[config.mk]
export PLATFORM = sky130hd
export DESIGN_NAME = mssx_exec
export DESIGN_NICKNAME = d
export VERILOG_FILES = /design/src/hw/mssx_pkg.sv /design/src/hw/mssx_alu.sv /design/src/hw/mssx_exec.sv
export SDC_FILE = /design/constraint.sdc
export NUM_CORES = 1
export LEC_CHECK = 0
export ABC_AREA = 1
export CORE_UTILIZATION = 29
export CTS_BUF_LIST = sky130_fd_sc_hd__clkbuf_8
export DETAILED_ROUTE_END_ITERATION = 10
export DONT_BUFFER_PORTS = 1
export PLACE_DENSITY = 0.49
export SLEW_MARGIN = 10
export SYNTH_ARGS = -nofsm -noshare
export SYNTH_HDL_FRONTEND = slang
export SYNTH_SLANG_ARGS = --single-unit
export TNS_END_PERCENT = 1
[constraint.sdc]
create_clock -name clock -period 2 [get_ports clock]
set_input_delay 0.4 -clock clock [delete_from_list [all_inputs] [get_ports clock]]
set_output_delay 0.4 -clock clock [all_outputs]
set_load 0.1 [all_outputs]
[src/hw/mssx_pkg.sv]
// Shared constants and types of the swap, skip, table read and xor unit.
package mssx_pkg;

  // ----------------------------------------------------------------
  // Widths
  // ----------------------------------------------------------------
  localparam int unsigned MSSX_DATA_W = 8;
  localparam int unsigned MSSX_WORD_W = 14;
  localparam int unsigned MSSX_HIGH_W = MSSX_WORD_W - MSSX_DATA_W;
  localparam int unsigned MSSX_PROG_ADDR_W = 11;
  localparam int unsigned MSSX_PTR_W = 8;
  localparam int unsigned MSSX_PAGE_W = MSSX_PROG_ADDR_W - MSSX_PTR_W;
  localparam int unsigned MSSX_NIBBLE_W = 4;

  // ----------------------------------------------------------------
  // Values after reset
  // ----------------------------------------------------------------
  localparam logic [7:0] MSSX_ACC_RESET = 8'h00;
  localparam logic MSSX_ZERO_RESET = 1'b0;
  localparam logic [5:0] MSSX_HIGH_RESET = 6'h00;
  localparam logic [10:0] MSSX_ADDR_RESET = 11'h000;
  localparam logic [7:0] MSSX_BYTE_ZERO = 8'h00;

  // ----------------------------------------------------------------
  // Cycle counts of the instructions
  // ----------------------------------------------------------------
  localparam int unsigned MSSX_PLAIN_CYCLES = 1;
  localparam int unsigned MSSX_SKIP_CYCLES = 2;
  localparam int unsigned MSSX_TABLE_CYCLES = 2;

  // ----------------------------------------------------------------
  // Operations and sequencer states
  // ----------------------------------------------------------------
  typedef enum logic [3:0] {
    op_idle,
    op_nibble_swap_to_accumulator,
    op_skip_on_zero,
    op_move_and_skip_on_zero,
    op_skip_on_bit_zero,
    op_table_read_current_page,
    op_table_read_last_page,
    op_xor_to_accumulator,
    op_exclusive_or_to_memory,
    op_xor_immediate
  } mssx_op_type;

  typedef enum logic [1:0] {
    st_ready,
    st_dummy,
    st_fetch
  } mssx_state_type;

endpackage

[src/hw/mssx_alu.sv]
// Combinational result, flag and skip logic for one instruction.
module mssx_alu
  import mssx_pkg::*;
(
  input wire mssx_op_type op_code,     // Operation to evaluate.
  input wire logic [7:0] accumulator,  // Present accumulator.
  input wire logic [7:0] mem_data,     // Addressed data byte.
  input wire logic [2:0] bit_sel,      // Bit index for the bit test.
  input wire logic [7:0] imm,          // Immediate operand.
  output logic [7:0] next_acc,         // Accumulator result.
  output logic acc_we,                 // Accumulator is written.
  output logic [7:0] next_mem,         // Data byte result.
  output logic mem_we,                 // Data byte is written.
  output logic next_zero,              // Zero flag result.
  output logic zero_we,                // Zero flag is written.
  output logic skip,                   // Next instruction is skipped.
  output logic table_req,              // Table read is requested.
  output logic last_page               // Table read uses the last page.
);

  logic [7:0] xor_val;

  always_comb begin
    next_acc = accumulator;
    acc_we = 1'b0;
    next_mem = mem_data;
    mem_we = 1'b0;
    xor_val = MSSX_BYTE_ZERO;
    zero_we = 1'b0;
    skip = 1'b0;
    table_req = 1'b0;
    last_page = 1'b0;
    unique case (op_code)
      op_idle: begin
      end
      op_nibble_swap_to_accumulator: begin
        // see RQ1
        next_acc = {mem_data[3:0], mem_data[7:4]};
        acc_we = 1'b1;
      end
      op_skip_on_zero: begin
        skip = (mem_data == MSSX_BYTE_ZERO); // see RQ2
      end
      op_move_and_skip_on_zero: begin
        // see RQ3
        next_acc = mem_data;
        acc_we = 1'b1;
        skip = (mem_data == MSSX_BYTE_ZERO);
      end
      op_skip_on_bit_zero: begin
        skip = ~mem_data[bit_sel]; // see RQ4
      end
      op_table_read_current_page: begin
        table_req = 1'b1; // see RQ6
      end
      op_table_read_last_page: begin
        table_req = 1'b1;
        last_page = 1'b1; // see RQ7
      end
      op_xor_to_accumulator: begin
        xor_val = accumulator ^ mem_data; // see RQ8
        next_acc = xor_val;
        acc_we = 1'b1;
        zero_we = 1'b1;
      end
      op_exclusive_or_to_memory: begin
        xor_val = accumulator ^ mem_data; // see RQ9
        next_mem = xor_val;
        mem_we = 1'b1;
        zero_we = 1'b1;
      end
      op_xor_immediate: begin
        xor_val = accumulator ^ imm; // see RQ10
        next_acc = xor_val;
        acc_we = 1'b1;
        zero_we = 1'b1;
      end
      default: begin
      end
    endcase
    next_zero = (xor_val == MSSX_BYTE_ZERO); // see RQ11
  end

endmodule

[src/hw/mssx_exec.sv]
// Execution unit for nibble swap, zero skips, table reads and xor forms.
//
// Contract
// RQ1 - Swap puts byte high nibble in accumulator low, low nibble high.
// RQ2 - Skip on zero byte skips next instruction in 2 cycles, else 1.
// RQ3 - Move and skip copies byte to accumulator, skips when it is zero.
// RQ4 - Bit test skips in 2 cycles when selected bit is 0, else 1.
// RQ5 - A skip discards the prefetched instruction and inserts one dummy.
// RQ6 - Current page table read: low byte to memory, high to table high.
// RQ7 - Last page table read addresses the last program page instead.
// RQ8 - Xor with byte stores into accumulator, changes only zero flag.
// RQ9 - Xor to memory writes the byte back, changes only zero flag.
// RQ10 - Immediate xor stores into accumulator, changes only zero flag.
// RQ11 - Zero flag is set when the xor result is zero, else cleared.
module mssx_exec
  import mssx_pkg::*;
#(
  parameter int unsigned PAGE_W = MSSX_PAGE_W,  // Program page bits.
  parameter int unsigned PTR_W = MSSX_PTR_W     // Table pointer bits.
)
(
  input wire logic clock,                        // System clock.
  input wire logic rst_b,                        // Synchronous reset.
  input wire logic op_valid,                     // Instruction offered.
  input wire mssx_op_type op_code,               // Instruction to run.
  input wire logic [7:0] mem_data,               // Addressed data byte.
  input wire logic [2:0] bit_sel,                // Bit index for test.
  input wire logic [7:0] imm,                    // Immediate operand.
  input wire logic [PAGE_W-1:0] pc_page,         // Current program page.
  input wire logic [PTR_W-1:0] table_pointer,    // Table pointer value.
  input wire logic [13:0] prog_word,             // Program memory word.
  output logic op_ready,                         // Next op is accepted.
  output logic [7:0] accumulator,                // Accumulator.
  output logic zero_flag,                        // Zero status flag.
  output logic [5:0] table_high_register,        // Table high part.
  output logic mem_wr,                           // Data byte write.
  output logic [7:0] mem_wr_data,                // Data byte to write.
  output logic discard_fetch,                    // Drop prefetched op.
  output logic dummy_cycle,                      // Dummy cycle running.
  output logic prog_rd,                          // Program memory read.
  output logic [PAGE_W+PTR_W-1:0] prog_addr,     // Program word address.
  output logic op_done                           // Instruction finished.
);

  // ----------------------------------------------------------------
  // Decode
  // ----------------------------------------------------------------
  logic take;
  logic [7:0] alu_acc;
  logic alu_acc_we;
  logic [7:0] alu_mem;
  logic alu_mem_we;
  logic alu_zero;
  logic alu_zero_we;
  logic alu_skip;
  logic alu_table;
  logic alu_last;
  mssx_state_type state;
  mssx_state_type next_state;

  // Offers while busy or with no operation are ignored.
  assign take = op_valid && op_ready && (op_code != op_idle);

  mssx_alu u_alu (
    .op_code(op_code),
    .accumulator(accumulator),
    .mem_data(mem_data),
    .bit_sel(bit_sel),
    .imm(imm),
    .next_acc(alu_acc),
    .acc_we(alu_acc_we),
    .next_mem(alu_mem),
    .mem_we(alu_mem_we),
    .next_zero(alu_zero),
    .zero_we(alu_zero_we),
    .skip(alu_skip),
    .table_req(alu_table),
    .last_page(alu_last)
  );

  // ----------------------------------------------------------------
  // Sequencer
  // ----------------------------------------------------------------
  always_comb begin
    next_state = state;
    unique case (state)
      st_ready: begin
        if (take && alu_skip) begin
          next_state = st_dummy; // see RQ5
        end else if (take && alu_table) begin
          next_state = st_fetch;
        end
      end
      st_dummy: begin
        next_state = st_ready;
      end
      st_fetch: begin
        next_state = st_ready;
      end
      default: begin
        next_state = st_ready;
      end
    endcase
  end

  always_ff @(posedge clock) begin
    if (!rst_b) begin
      state <= st_ready;
      op_ready <= 1'b0;
    end else begin
      state <= next_state;
      op_ready <= (next_state == st_ready);
    end
  end

  // ----------------------------------------------------------------
  // Skip handling
  // ----------------------------------------------------------------
  // The prefetched instruction is dropped at once and the slot it held
  // becomes one dummy cycle, so a taken skip lasts two cycles.
  always_ff @(posedge clock) begin
    if (!rst_b) begin
      discard_fetch <= 1'b0;
      dummy_cycle <= 1'b0;
    end else begin
      discard_fetch <= take && alu_skip; // see RQ5
      dummy_cycle <= (next_state == st_dummy); // see RQ2 see RQ4
    end
  end

  // ----------------------------------------------------------------
  // Accumulator and zero flag
  // ----------------------------------------------------------------
  always_ff @(posedge clock) begin
    if (!rst_b) begin
      accumulator <= MSSX_ACC_RESET;
    end else if (take && alu_acc_we) begin
      accumulator <= alu_acc; // see RQ1 see RQ3 see RQ8 see RQ10
    end
  end

  always_ff @(posedge clock) begin
    if (!rst_b) begin
      zero_flag <= MSSX_ZERO_RESET;
    end else if (take && alu_zero_we) begin
      zero_flag <= alu_zero; // see RQ11
    end
  end

  // ----------------------------------------------------------------
  // Table read
  // ----------------------------------------------------------------
  // The word is read in the cycle after the request, so a table read
  // holds the unit for one extra cycle.
  always_ff @(posedge clock) begin
    if (!rst_b) begin
      prog_rd <= 1'b0;
      prog_addr <= MSSX_ADDR_RESET[PAGE_W+PTR_W-1:0];
    end else if (take && alu_table) begin
      prog_rd <= 1'b1;
      if (alu_last) begin
        prog_addr <= {{PAGE_W{1'b1}}, table_pointer}; // see RQ7
      end else begin
        prog_addr <= {pc_page, table_pointer}; // see RQ6
      end
    end else begin
      prog_rd <= 1'b0;
    end
  end

  always_ff @(posedge clock) begin
    if (!rst_b) begin
      table_high_register <= MSSX_HIGH_RESET;
    end else if (state == st_fetch) begin
      table_high_register <= prog_word[13:8]; // see RQ6
    end
  end

  // ----------------------------------------------------------------
  // Data memory write and completion
  // ----------------------------------------------------------------
  always_ff @(posedge clock) begin
    if (!rst_b) begin
      mem_wr <= 1'b0;
      mem_wr_data <= MSSX_BYTE_ZERO;
    end else if (state == st_fetch) begin
      mem_wr <= 1'b1;
      mem_wr_data <= prog_word[7:0]; // see RQ6 see RQ7
    end else if (take && alu_mem_we) begin
      mem_wr <= 1'b1;
      mem_wr_data <= alu_mem; // see RQ9
    end else begin
      mem_wr <= 1'b0;
    end
  end

  always_ff @(posedge clock) begin
    if (!rst_b) begin
      op_done <= 1'b0;
    end else begin
      op_done <= (take && !alu_skip && !alu_table) ||
                 (state != st_ready);
    end
  end
endmodule

==> results of run 1 <==
-- flip-flops by register name (all words and copies together), names as in the netlist --
register / cells
op_ready: 1
mem_wr: 1
zero_flag: 1
prog_addr: 11
prog_rd: 1
op_done: 1
table_high_register: 6
mem_wr_data: 8
accumulator: 8
dummy_cycle: 1
discard_fetch: 1
state: 2
-- synthesized netlist by cell type, drive strengths merged --
master,instances,share of area
a31oi,6,0.017
xnor2,8,0.031
nor3,8,0.018
buf,4,0.0099
nor2,65,0.11
o21ai,34,0.075
nand3,18,0.042
nand2,94,0.16
inv,37,0.061
o22ai,8,0.022
xor2,5,0.019
a21oi,18,0.045
nand4,2,0.0055
dfxtp,42,0.37
clkbuf,7,0.012
-- logic make-up after synthesis --
group,after synthesis,synth area share
buffers and inverters,48,0.0828
xor gates and xnor gates,13,0.0502
AOI/OAI and AO/OA,66,0.158
DFF,42,0.371
and+or+nand+nor,187,0.337
-- routing by layer --
metal / global-route usage / share of wire / up-vias
met1: 0.217 / 0.46 / 1024
met3: 0.0328 / 0.068 / 2
met4: 0.0565 / 0.0075 / 0
met2: 0.272 / 0.47 / 80
li1: - / - / 1222
met5: 0 / 0 / -
-- cell type report --
cell class / count / area [sq um] / share of cell area
Inverter: 37 / 139 / 0.0503
Tap cell: 99 / 124 / 0.0448
Sequential cell: 42 / 842 / 0.305
Multi-Input combinational cell: 266 / 1240 / 0.448
Clock inverter: 3 / 21.3 / 0.00770
Clock buffer: 5 / 68.8 / 0.0249
Timing Repair Buffer: 44 / 330 / 0.120
-- where the power goes --
| part | switching [mW] | internal [mW] | total, mW | leakage (nW) |
|---|---|---|---|---|
| clock network | 0.322 | 0.246 | 0.568 | 0.0441 |
| registers | 0.0122 | 0.855 | 0.867 | 0.340 |
| logic | 0.268 | 0.0924 | 0.360 | 0.946 |
| total | 0.602 | 1.19 | 1.80 | 1.33 |
-- per-stage QoR --
stage	setup slack [ns]	utilization	instance area, sq um
after floorplan	0.288	-	2270
after global placement	0.504	0.361	2670
after detailed placement	0.476	0.361	2670
after CTS	0.507	0.373	2760
after global routing	0.434	0.373	2760
final	0.546	0.373	2760
-- worst max path at each step --
stage | depth (start not counted) | start | to
3_3_place_gp | 10 | op_code[0] | mem_wr_data[3]
5_1_grt | 9 | state[1] | mem_wr_data[3]
2_1_floorplan | 8 | accumulator[6] | zero_flag
4_1_cts | 1 | accumulator[1] | accumulator[1]
3_5_place_dp | 10 | op_code[0] | mem_wr_data[7]
6_report | 1 | accumulator[1] | accumulator[1]
==> results_dict.tcl, run 1 <==
set metrics [dict create \
    dp_cells 488 \
    overflow 0 \
    p_leak_nw 1.33 \
    port_buffers 0 \
    ctsHoldBuffers 0 \
    most-common-layout-cells "nand2_1, nor2_1, buf_4, dfxtp_1" \
    syn_avg_cell_area_sq_um 6.36 \
    io_pins 91 \
    end_kind "output pin" \
    yosys_register_bits 42 \
    reg2reg_from "op_ready" \
    routed_wl_um 6540 \
    min_from "pc_page[1]" \
    layout_commonest_cell "nand2_1" \
    clkTransAtPathRegs_ns 0.09 \
    max_stage_delay_ns 0.43 \
    htreeDepth 2 \
    vias_per_cell 4.69 \
    critPathTopFamily "flip-flops" \
    syn_inst 356 \
    min_delay_path_depth 2 \
    drtAntennaViolNets 0 \
    routed-via-count 2328 \
    min_to "prog_addr[9]" \
    syn_nets 407 \
    die-width_um 90.4 \
    drc 0 \
    status "completed" \
    track_usage 0.166 \
    cts_resized 0 \
    yosys_warnings 0 \
    hold_class "in -> reg" \
    worstPathRequired_ns 1.60 \
    cts-buffers-inserted 5 \
    place_congestion 0.808 \
    arrival_ns 1.05 \
    path_cells "buf_4" \
    rows 31 \
    slew_violations 0 \
    post_drt_wl_per_cell_um 13.2 \
    max_slew_margin 0.721 \
    rsz0062_at_grt "no" \
    area_growth_pct 21.9 \
    initial_core_util 0.306 \
    cp_num_buf_inv 1 \
    crit_type "reg -> out" \
    tritoncts "yes" \
    grt_max_degree 29 \
    cts_setup_buffers 0 \
    cp_max_fo 5 \
    synth_cell_types 23 \
    total_power_mw 1.80 \
    ir_drop_mv 0.302 \
    grt_first_pass_wirelength_um 10900 \
    dieArea_sq_um 8170 \
    clk_latency_ns 0.29 \
    firstDrtPassIters 6 \
    root_buffer "clkbuf_8" \
    setup_viol 0 \
    holdWs_ns 0.229 \
    final.fill_count 824 \
    drive_gt1_frac 0.166 \
    place_hpwl_um 5040 \
    drv_cap 0 \
    tns_ns 0 \
    stdcell_count 496 \
    antenna_cells 0 \
    cts.sink_count 42 \
    synth_area_sq_um 2270 \
    antenna_found_initial 0 \
    yosysSeqAreaShare 0.371 \
    cpMaxStageDelayCell "dfxtp_1" \
    nets 447 \
    start_kind "register" \
    grt_pass1_vias 2203 \
    fin_crit_sh 0.727 \
    fin_skew_ns 0.0104 \
    period_minus_slack_ns 1.45 \
    rr_endpoint "accumulator[7]" \
    coreArea_sq_um 7410 \
    regToRegSetupSlack_ns 0.62 \
    drt_iter0_drc 130 \
    fmax_mhz 688 \
    worst_r2r_path_depth 6 \
    hold_viol 0 \
    tightestPinTransition_ns 0.418 \
    power.density_nw_per_um2 650 \
    cts_buffer_depth 2 \
    die_h_um 90.4 \
]
Note: power is estimated with default switching activity, not from simulation.
==> run 2, diff against run 1 <==
clock period = 1.35 ns   (was 2 ns; I/O delays follow)
==> results_dict.tcl, run 2 (synthesis gave the netlist of run 1 again) <==
set metrics [dict create \
    dieArea_sq_um 8170 \
    routed-via-count 2371 \
    slew_violations 0 \
    coreArea_sq_um 7410 \
    hold_viol 0 \
    arrival_ns 0.99 \
    status "completed" \
    overflow 0 \
    dp_cells 496 \
    max_stage_delay_ns 0.39 \
    cp_num_buf_inv 1 \
    drive_gt1_frac 0.211 \
    rows 31 \
    place_congestion 0.820 \
    die-width_um 90.4 \
    drt_iter0_drc 67 \
    grt_first_pass_wirelength_um 10800 \
    stdcell_area_sq_um 2890 \
    rr_endpoint "accumulator[7]" \
    reg2reg_from "op_ready" \
    cp_max_fo 5 \
    grt_pass1_vias 2248 \
    max_slew_margin 0.778 \
    total_power_mw 2.67 \
    seq_area_sq_um 855 \
    post_drt_wl_per_cell_um 13.0 \
    rsz0062_at_grt "no" \
    clk_latency_ns 0.29 \
    final_util 0.390 \
    cts.sink_count 42 \
    nets 458 \
    port_buffers 0 \
    ctsHoldBuffers 0 \
    initial_core_util 0.306 \
    reg.largest.list "prog_addr: 11 flops, accumulator: 8 flops, mem_wr_data: 8 flops" \
    cts-buffers-inserted 5 \
    min_from "pc_page[0]" \
    hold_class "in -> reg" \
    drc 0 \
    track_usage 0.163 \
    ir_drop_mv 0.441 \
    vias_per_cell 4.68 \
    worstPathRequired_ns 1.08 \
    multi_input_area_sq_um 1260 \
    min_delay_path_depth 2 \
    die_h_um 90.4 \
    cts_buffer_depth 2 \
    stdcell_count 507 \
    drv_cap 0 \
    finalWorstSetupSlack_ns 0.0933 \
    start_kind "register" \
    fin_crit_sh 0.931 \
    root_buffer "clkbuf_8" \
    tritoncts "yes" \
    io_pins 91 \
    dpl_cell_area_sq_um 2760 \
    end_kind "output pin" \
    tightestPinTransition_ns 0.330 \
    firstDrtPassIters 4 \
    largest_reg_flops 11 \
    antenna_cells 0 \
    crit_type "reg -> out" \
    setup_viol 0 \
    regToRegSetupSlack_ns 0.10 \
    final.fill_count 811 \
    most-common-layout-cells "nand2_1, nor2_1, buf_4, inv_1, dfxtp_1" \
    p_leak_nw 1.41 \
    power.density_nw_per_um2 923 \
    area_growth_pct 27.5 \
    cpMaxStageDelayCell "dfxtp_2" \
    path_cells "buf_4" \
    antenna_found_initial 0 \
    min_to "prog_addr[8]" \
    period_minus_slack_ns 1.26 \
    routed_wl_um 6580 \
    htreeDepth 2 \
    holdWs_ns 0.0979 \
    critPathTopFamily "flip-flops" \
    layout_commonest_cell "nand2_1" \
    grt_max_degree 29 \
    place_hpwl_um 5140 \
    dp_slack_ns -0.00518 \
    tns_ns 0 \
    worst_r2r_path_depth 7 \
    fin_skew_ns 0.00418 \
    registers.top_by_ff_count "prog_addr" \
    fmax_mhz 796 \
    clkTransAtPathRegs_ns 0.09 \
    drtAntennaViolNets 0 \
]
==> run 2: worst max-delay path by stage <==
| stage | from | endpoint | slack (ns) | depth (start not counted) |
|---|---|---|---|---|
| after CTS | op_ready | accumulator[3] | 0.06 | 7 |
| after global routing | op_ready | prog_addr[2] | 0.003 | 6 |
| final | accumulator[6] | accumulator[6] | 0.09 | 1 |
| after global placement | op_code[0] | mem_wr_data[4] | 0.02 | 8 |
| after detailed placement | op_ready | accumulator[3] | -0.005 | 6 |
| after floorplan | op_ready | mem_wr_data[3] | -0.04 | 9 |
==> run 2: routing by layer <==
metal	up-vias	track usage	routed length (um)
met5	-	0	0
met4	0	0.0282	19
met3	2	0.0522	541
met2	82	0.274	2990
met1	1048	0.207	3030
li1	1239	-	-
==> run 2: layout make-up <==
cell class	instances	area share
tap	99	0.0429
clock buffer	5	0.0238
inverter	37	0.0489
timing repair buffer	55	0.147
clock inverter	3	0.00606
sequential	42	0.296
multi-input combinational	266	0.435
==> run 2: repair_timing <==
item / in CTS / in global routing
endpoints found under the setup margin: 3 / 11
pin swaps: 1 / 1
resized for setup: 0 / 2
endpoints found under the hold margin: 0 / 0
buffers inserted: 1 / 2
==> run 2: power breakdown <==
part,internal [mW],switching [mW]
clock,0.358,0.466
sequential,1.27,0.0214
combinational,0.155,0.398
==> run 3, diff against run 2 <==
--- a/config.mk
+++ b/config.mk
@@ -7,9 +7,9 @@
 export LEC_CHECK = 0
 export ABC_AREA = 1
-export CORE_UTILIZATION = 29
+export CORE_UTILIZATION = 59
 export CTS_BUF_LIST = sky130_fd_sc_hd__clkbuf_8
 export DETAILED_ROUTE_END_ITERATION = 10
 export DONT_BUFFER_PORTS = 1
-export PLACE_DENSITY = 0.49
+export PLACE_DENSITY = 0.81
 export SLEW_MARGIN = 10
 export SYNTH_ARGS = -nofsm -noshare
==> constraint.sdc (replaced) <==
create_clock -name clock -period 1.35 [get_ports clock]
set_input_delay 0.2025 -clock clock [delete_from_list [all_inputs] [get_ports clock]]
set_output_delay 0.2025 -clock clock [all_outputs]
set_load 0.1 [all_outputs]
==> results_dict.tcl, run 3 (synthesis gave the netlist of run 1 again) <==
set metrics [dict create \
    status "completed" \
    crit_type "reg -> reg" \
    routed-via-count 2424 \
    tns_ns 0 \
    max_slew_margin 0.725 \
    wl_met1_um 2340 \
    die_h_um 64.0 \
    worstPathRequired_ns 1.53 \
    fmax_mhz 784 \
    track_usage 0.289 \
    setup_viol 0 \
    p_leak_nw 1.37 \
    routed_wl_um 5800 \
    comb_power_share 0.190 \
    root_buffer "clkbuf_8" \
    dieArea_sq_um 4090 \
    coreArea_sq_um 3660 \
    most-common-layout-cells "nand2_1, nor2_1, buf_4, inv_1, dfxtp_1" \
    cts.sink_count 42 \
    rows 22 \
    vias_per_cell 5.41 \
    htreeDepth 2 \
    drv_cap 0 \
    arrival_ns 1.46 \
    cts_buffer_depth 2 \
    antenna_cells 0 \
    tritoncts "yes" \
    drt_iter0_drc 169 \
    nets 450 \
    fin_crit_sh 0.944 \
    met3_length_um 481 \
    clk_latency_ns 0.30 \
    holdWs_ns 0.0318 \
    rsz0062_at_grt "yes" \
    grt_first_pass_wirelength_um 9240 \
    dr_wl_met2_um 2840 \
    intPower_mw 1.96 \
    port_buffers 0 \
    area_growth_pct 23.0 \
    end_kind "register" \
    overflow 0 \
    place_hpwl_um 4360 \
    dpl_cell_area_sq_um 2650 \
    clkTransAtPathRegs_ns 0.08 \
    top_layer "met4" \
    tightestPinTransition_ns 0.412 \
    drc 0 \
    period_minus_slack_ns 1.27 \
    start_kind "register" \
    fin_skew_ns 0.00486 \
    power.density_nw_per_um2 1010 \
    firstDrtPassIters 4 \
    grt_max_degree 29 \
    slew_violations 0 \
    switching_power_uw 863 \
    drive_gt1_frac 0.193 \
    die-width_um 64.0 \
    antenna_found_initial 0 \
    seq_power_share 0.457 \
    io_pins 91 \
    reg.largest.list "prog_addr: 11 flops, accumulator: 8 flops, mem_wr_data: 8 flops" \
    grt_pass1_vias 2214 \
    cts-buffers-inserted 5 \
    initial_core_util 0.619 \
    swShare 0.306 \
    ir_drop_mv 0.816 \
    cp_max_fo 9 \
    drtAntennaViolNets 0 \
    stdcell_area_sq_um 2790 \
    post_drt_wl_per_cell_um 12.9 \
    registers.top_by_ff_count "prog_addr" \
    place_congestion 0.906 \
    hold_class "in -> reg" \
    hold_viol 0 \
    power.share.clock 0.352 \
    layout_commonest_cell "nand2_1" \
    largest_reg_flops 11 \
]
-- run 3: cell types whose count changed in the layout (fill, tap and decap cells not counted), sizes merged --
cell	previous run	this run
clkinv	2	0
bufinv	0	1
buf	55	47
clkinvlp	0	1
-- run 3: routing by layer --
metal,vias up,GRT usage
met2,101,0.504
li1,1223,-
met1,1084,0.335
met5,-,0
met3,16,0.0732
met4,0,0.116
-- run 3: critical path: stages (launching register included) --
cell,delay [ns]
dfxtp_4,0.37
nand2_4,0.05
a21oi_4,0.20
nand2_2,0.13
nand2_4,0.12
inv_6,0.06
nand2_1,0.05
nand2_1,0.04
nor2_1,0.09
nor2_1,0.05
-- run 3: power by group through the flow --
stage	Sequential [mW]	Clock [mW]	Combinational, mW
after floorplan	1.52	0	0.234
after global placement	1.32	0	0.521
after detailed placement	1.32	0	0.528
after CTS	1.29	1.00	0.530
after global routing	1.29	1.04	0.574
final	1.29	0.992	0.537
-- run 3: what timing repair did --
action	4_1_cts	5_1_grt
endpoints found under the setup margin	0	10
hold buffers	0	0
buffers inserted	0	1
gates resized for setup	0	2
-- run 3: layout make-up --
class	instances	area, sq um
multi-input cells	266	1250
fillers	312	875
flip-flops and latches	42	855
repair buffers	47	365
inverters	37	146
clock buffers	5	68.8
well taps	48	60.1
clock inverters	3	41.3
-- run 3: per-stage QoR --
| step | total power, mW | utilization | std cells | worst slack, ns |
|---|---|---|---|---|
| 5_1_grt | 2.91 | 0.761 | 448 | -0.0427 |
| 3_3_place_gp | 1.84 | 0.724 | 439 | 0.0655 |
| 6_report | 2.82 | 0.761 | 448 | 0.0751 |
| 3_5_place_dp | 1.85 | 0.724 | 439 | 0.0110 |
| 2_1_floorplan | 1.76 | - | 356 | -0.0448 |
| 4_1_cts | 2.82 | 0.754 | 447 | 0.0301 |
-- run 3: final timing paths --
check,startpoint,end,slack (ns),cells past startpoint
max,op_ready,mem_wr_data[7],0.08,9
max reg2reg,op_ready,mem_wr_data[7],0.08,9
min reg2reg,mem_wr_data[2],mem_wr_data[2],0.47,2
min,rst_b,prog_addr[0],0.03,2
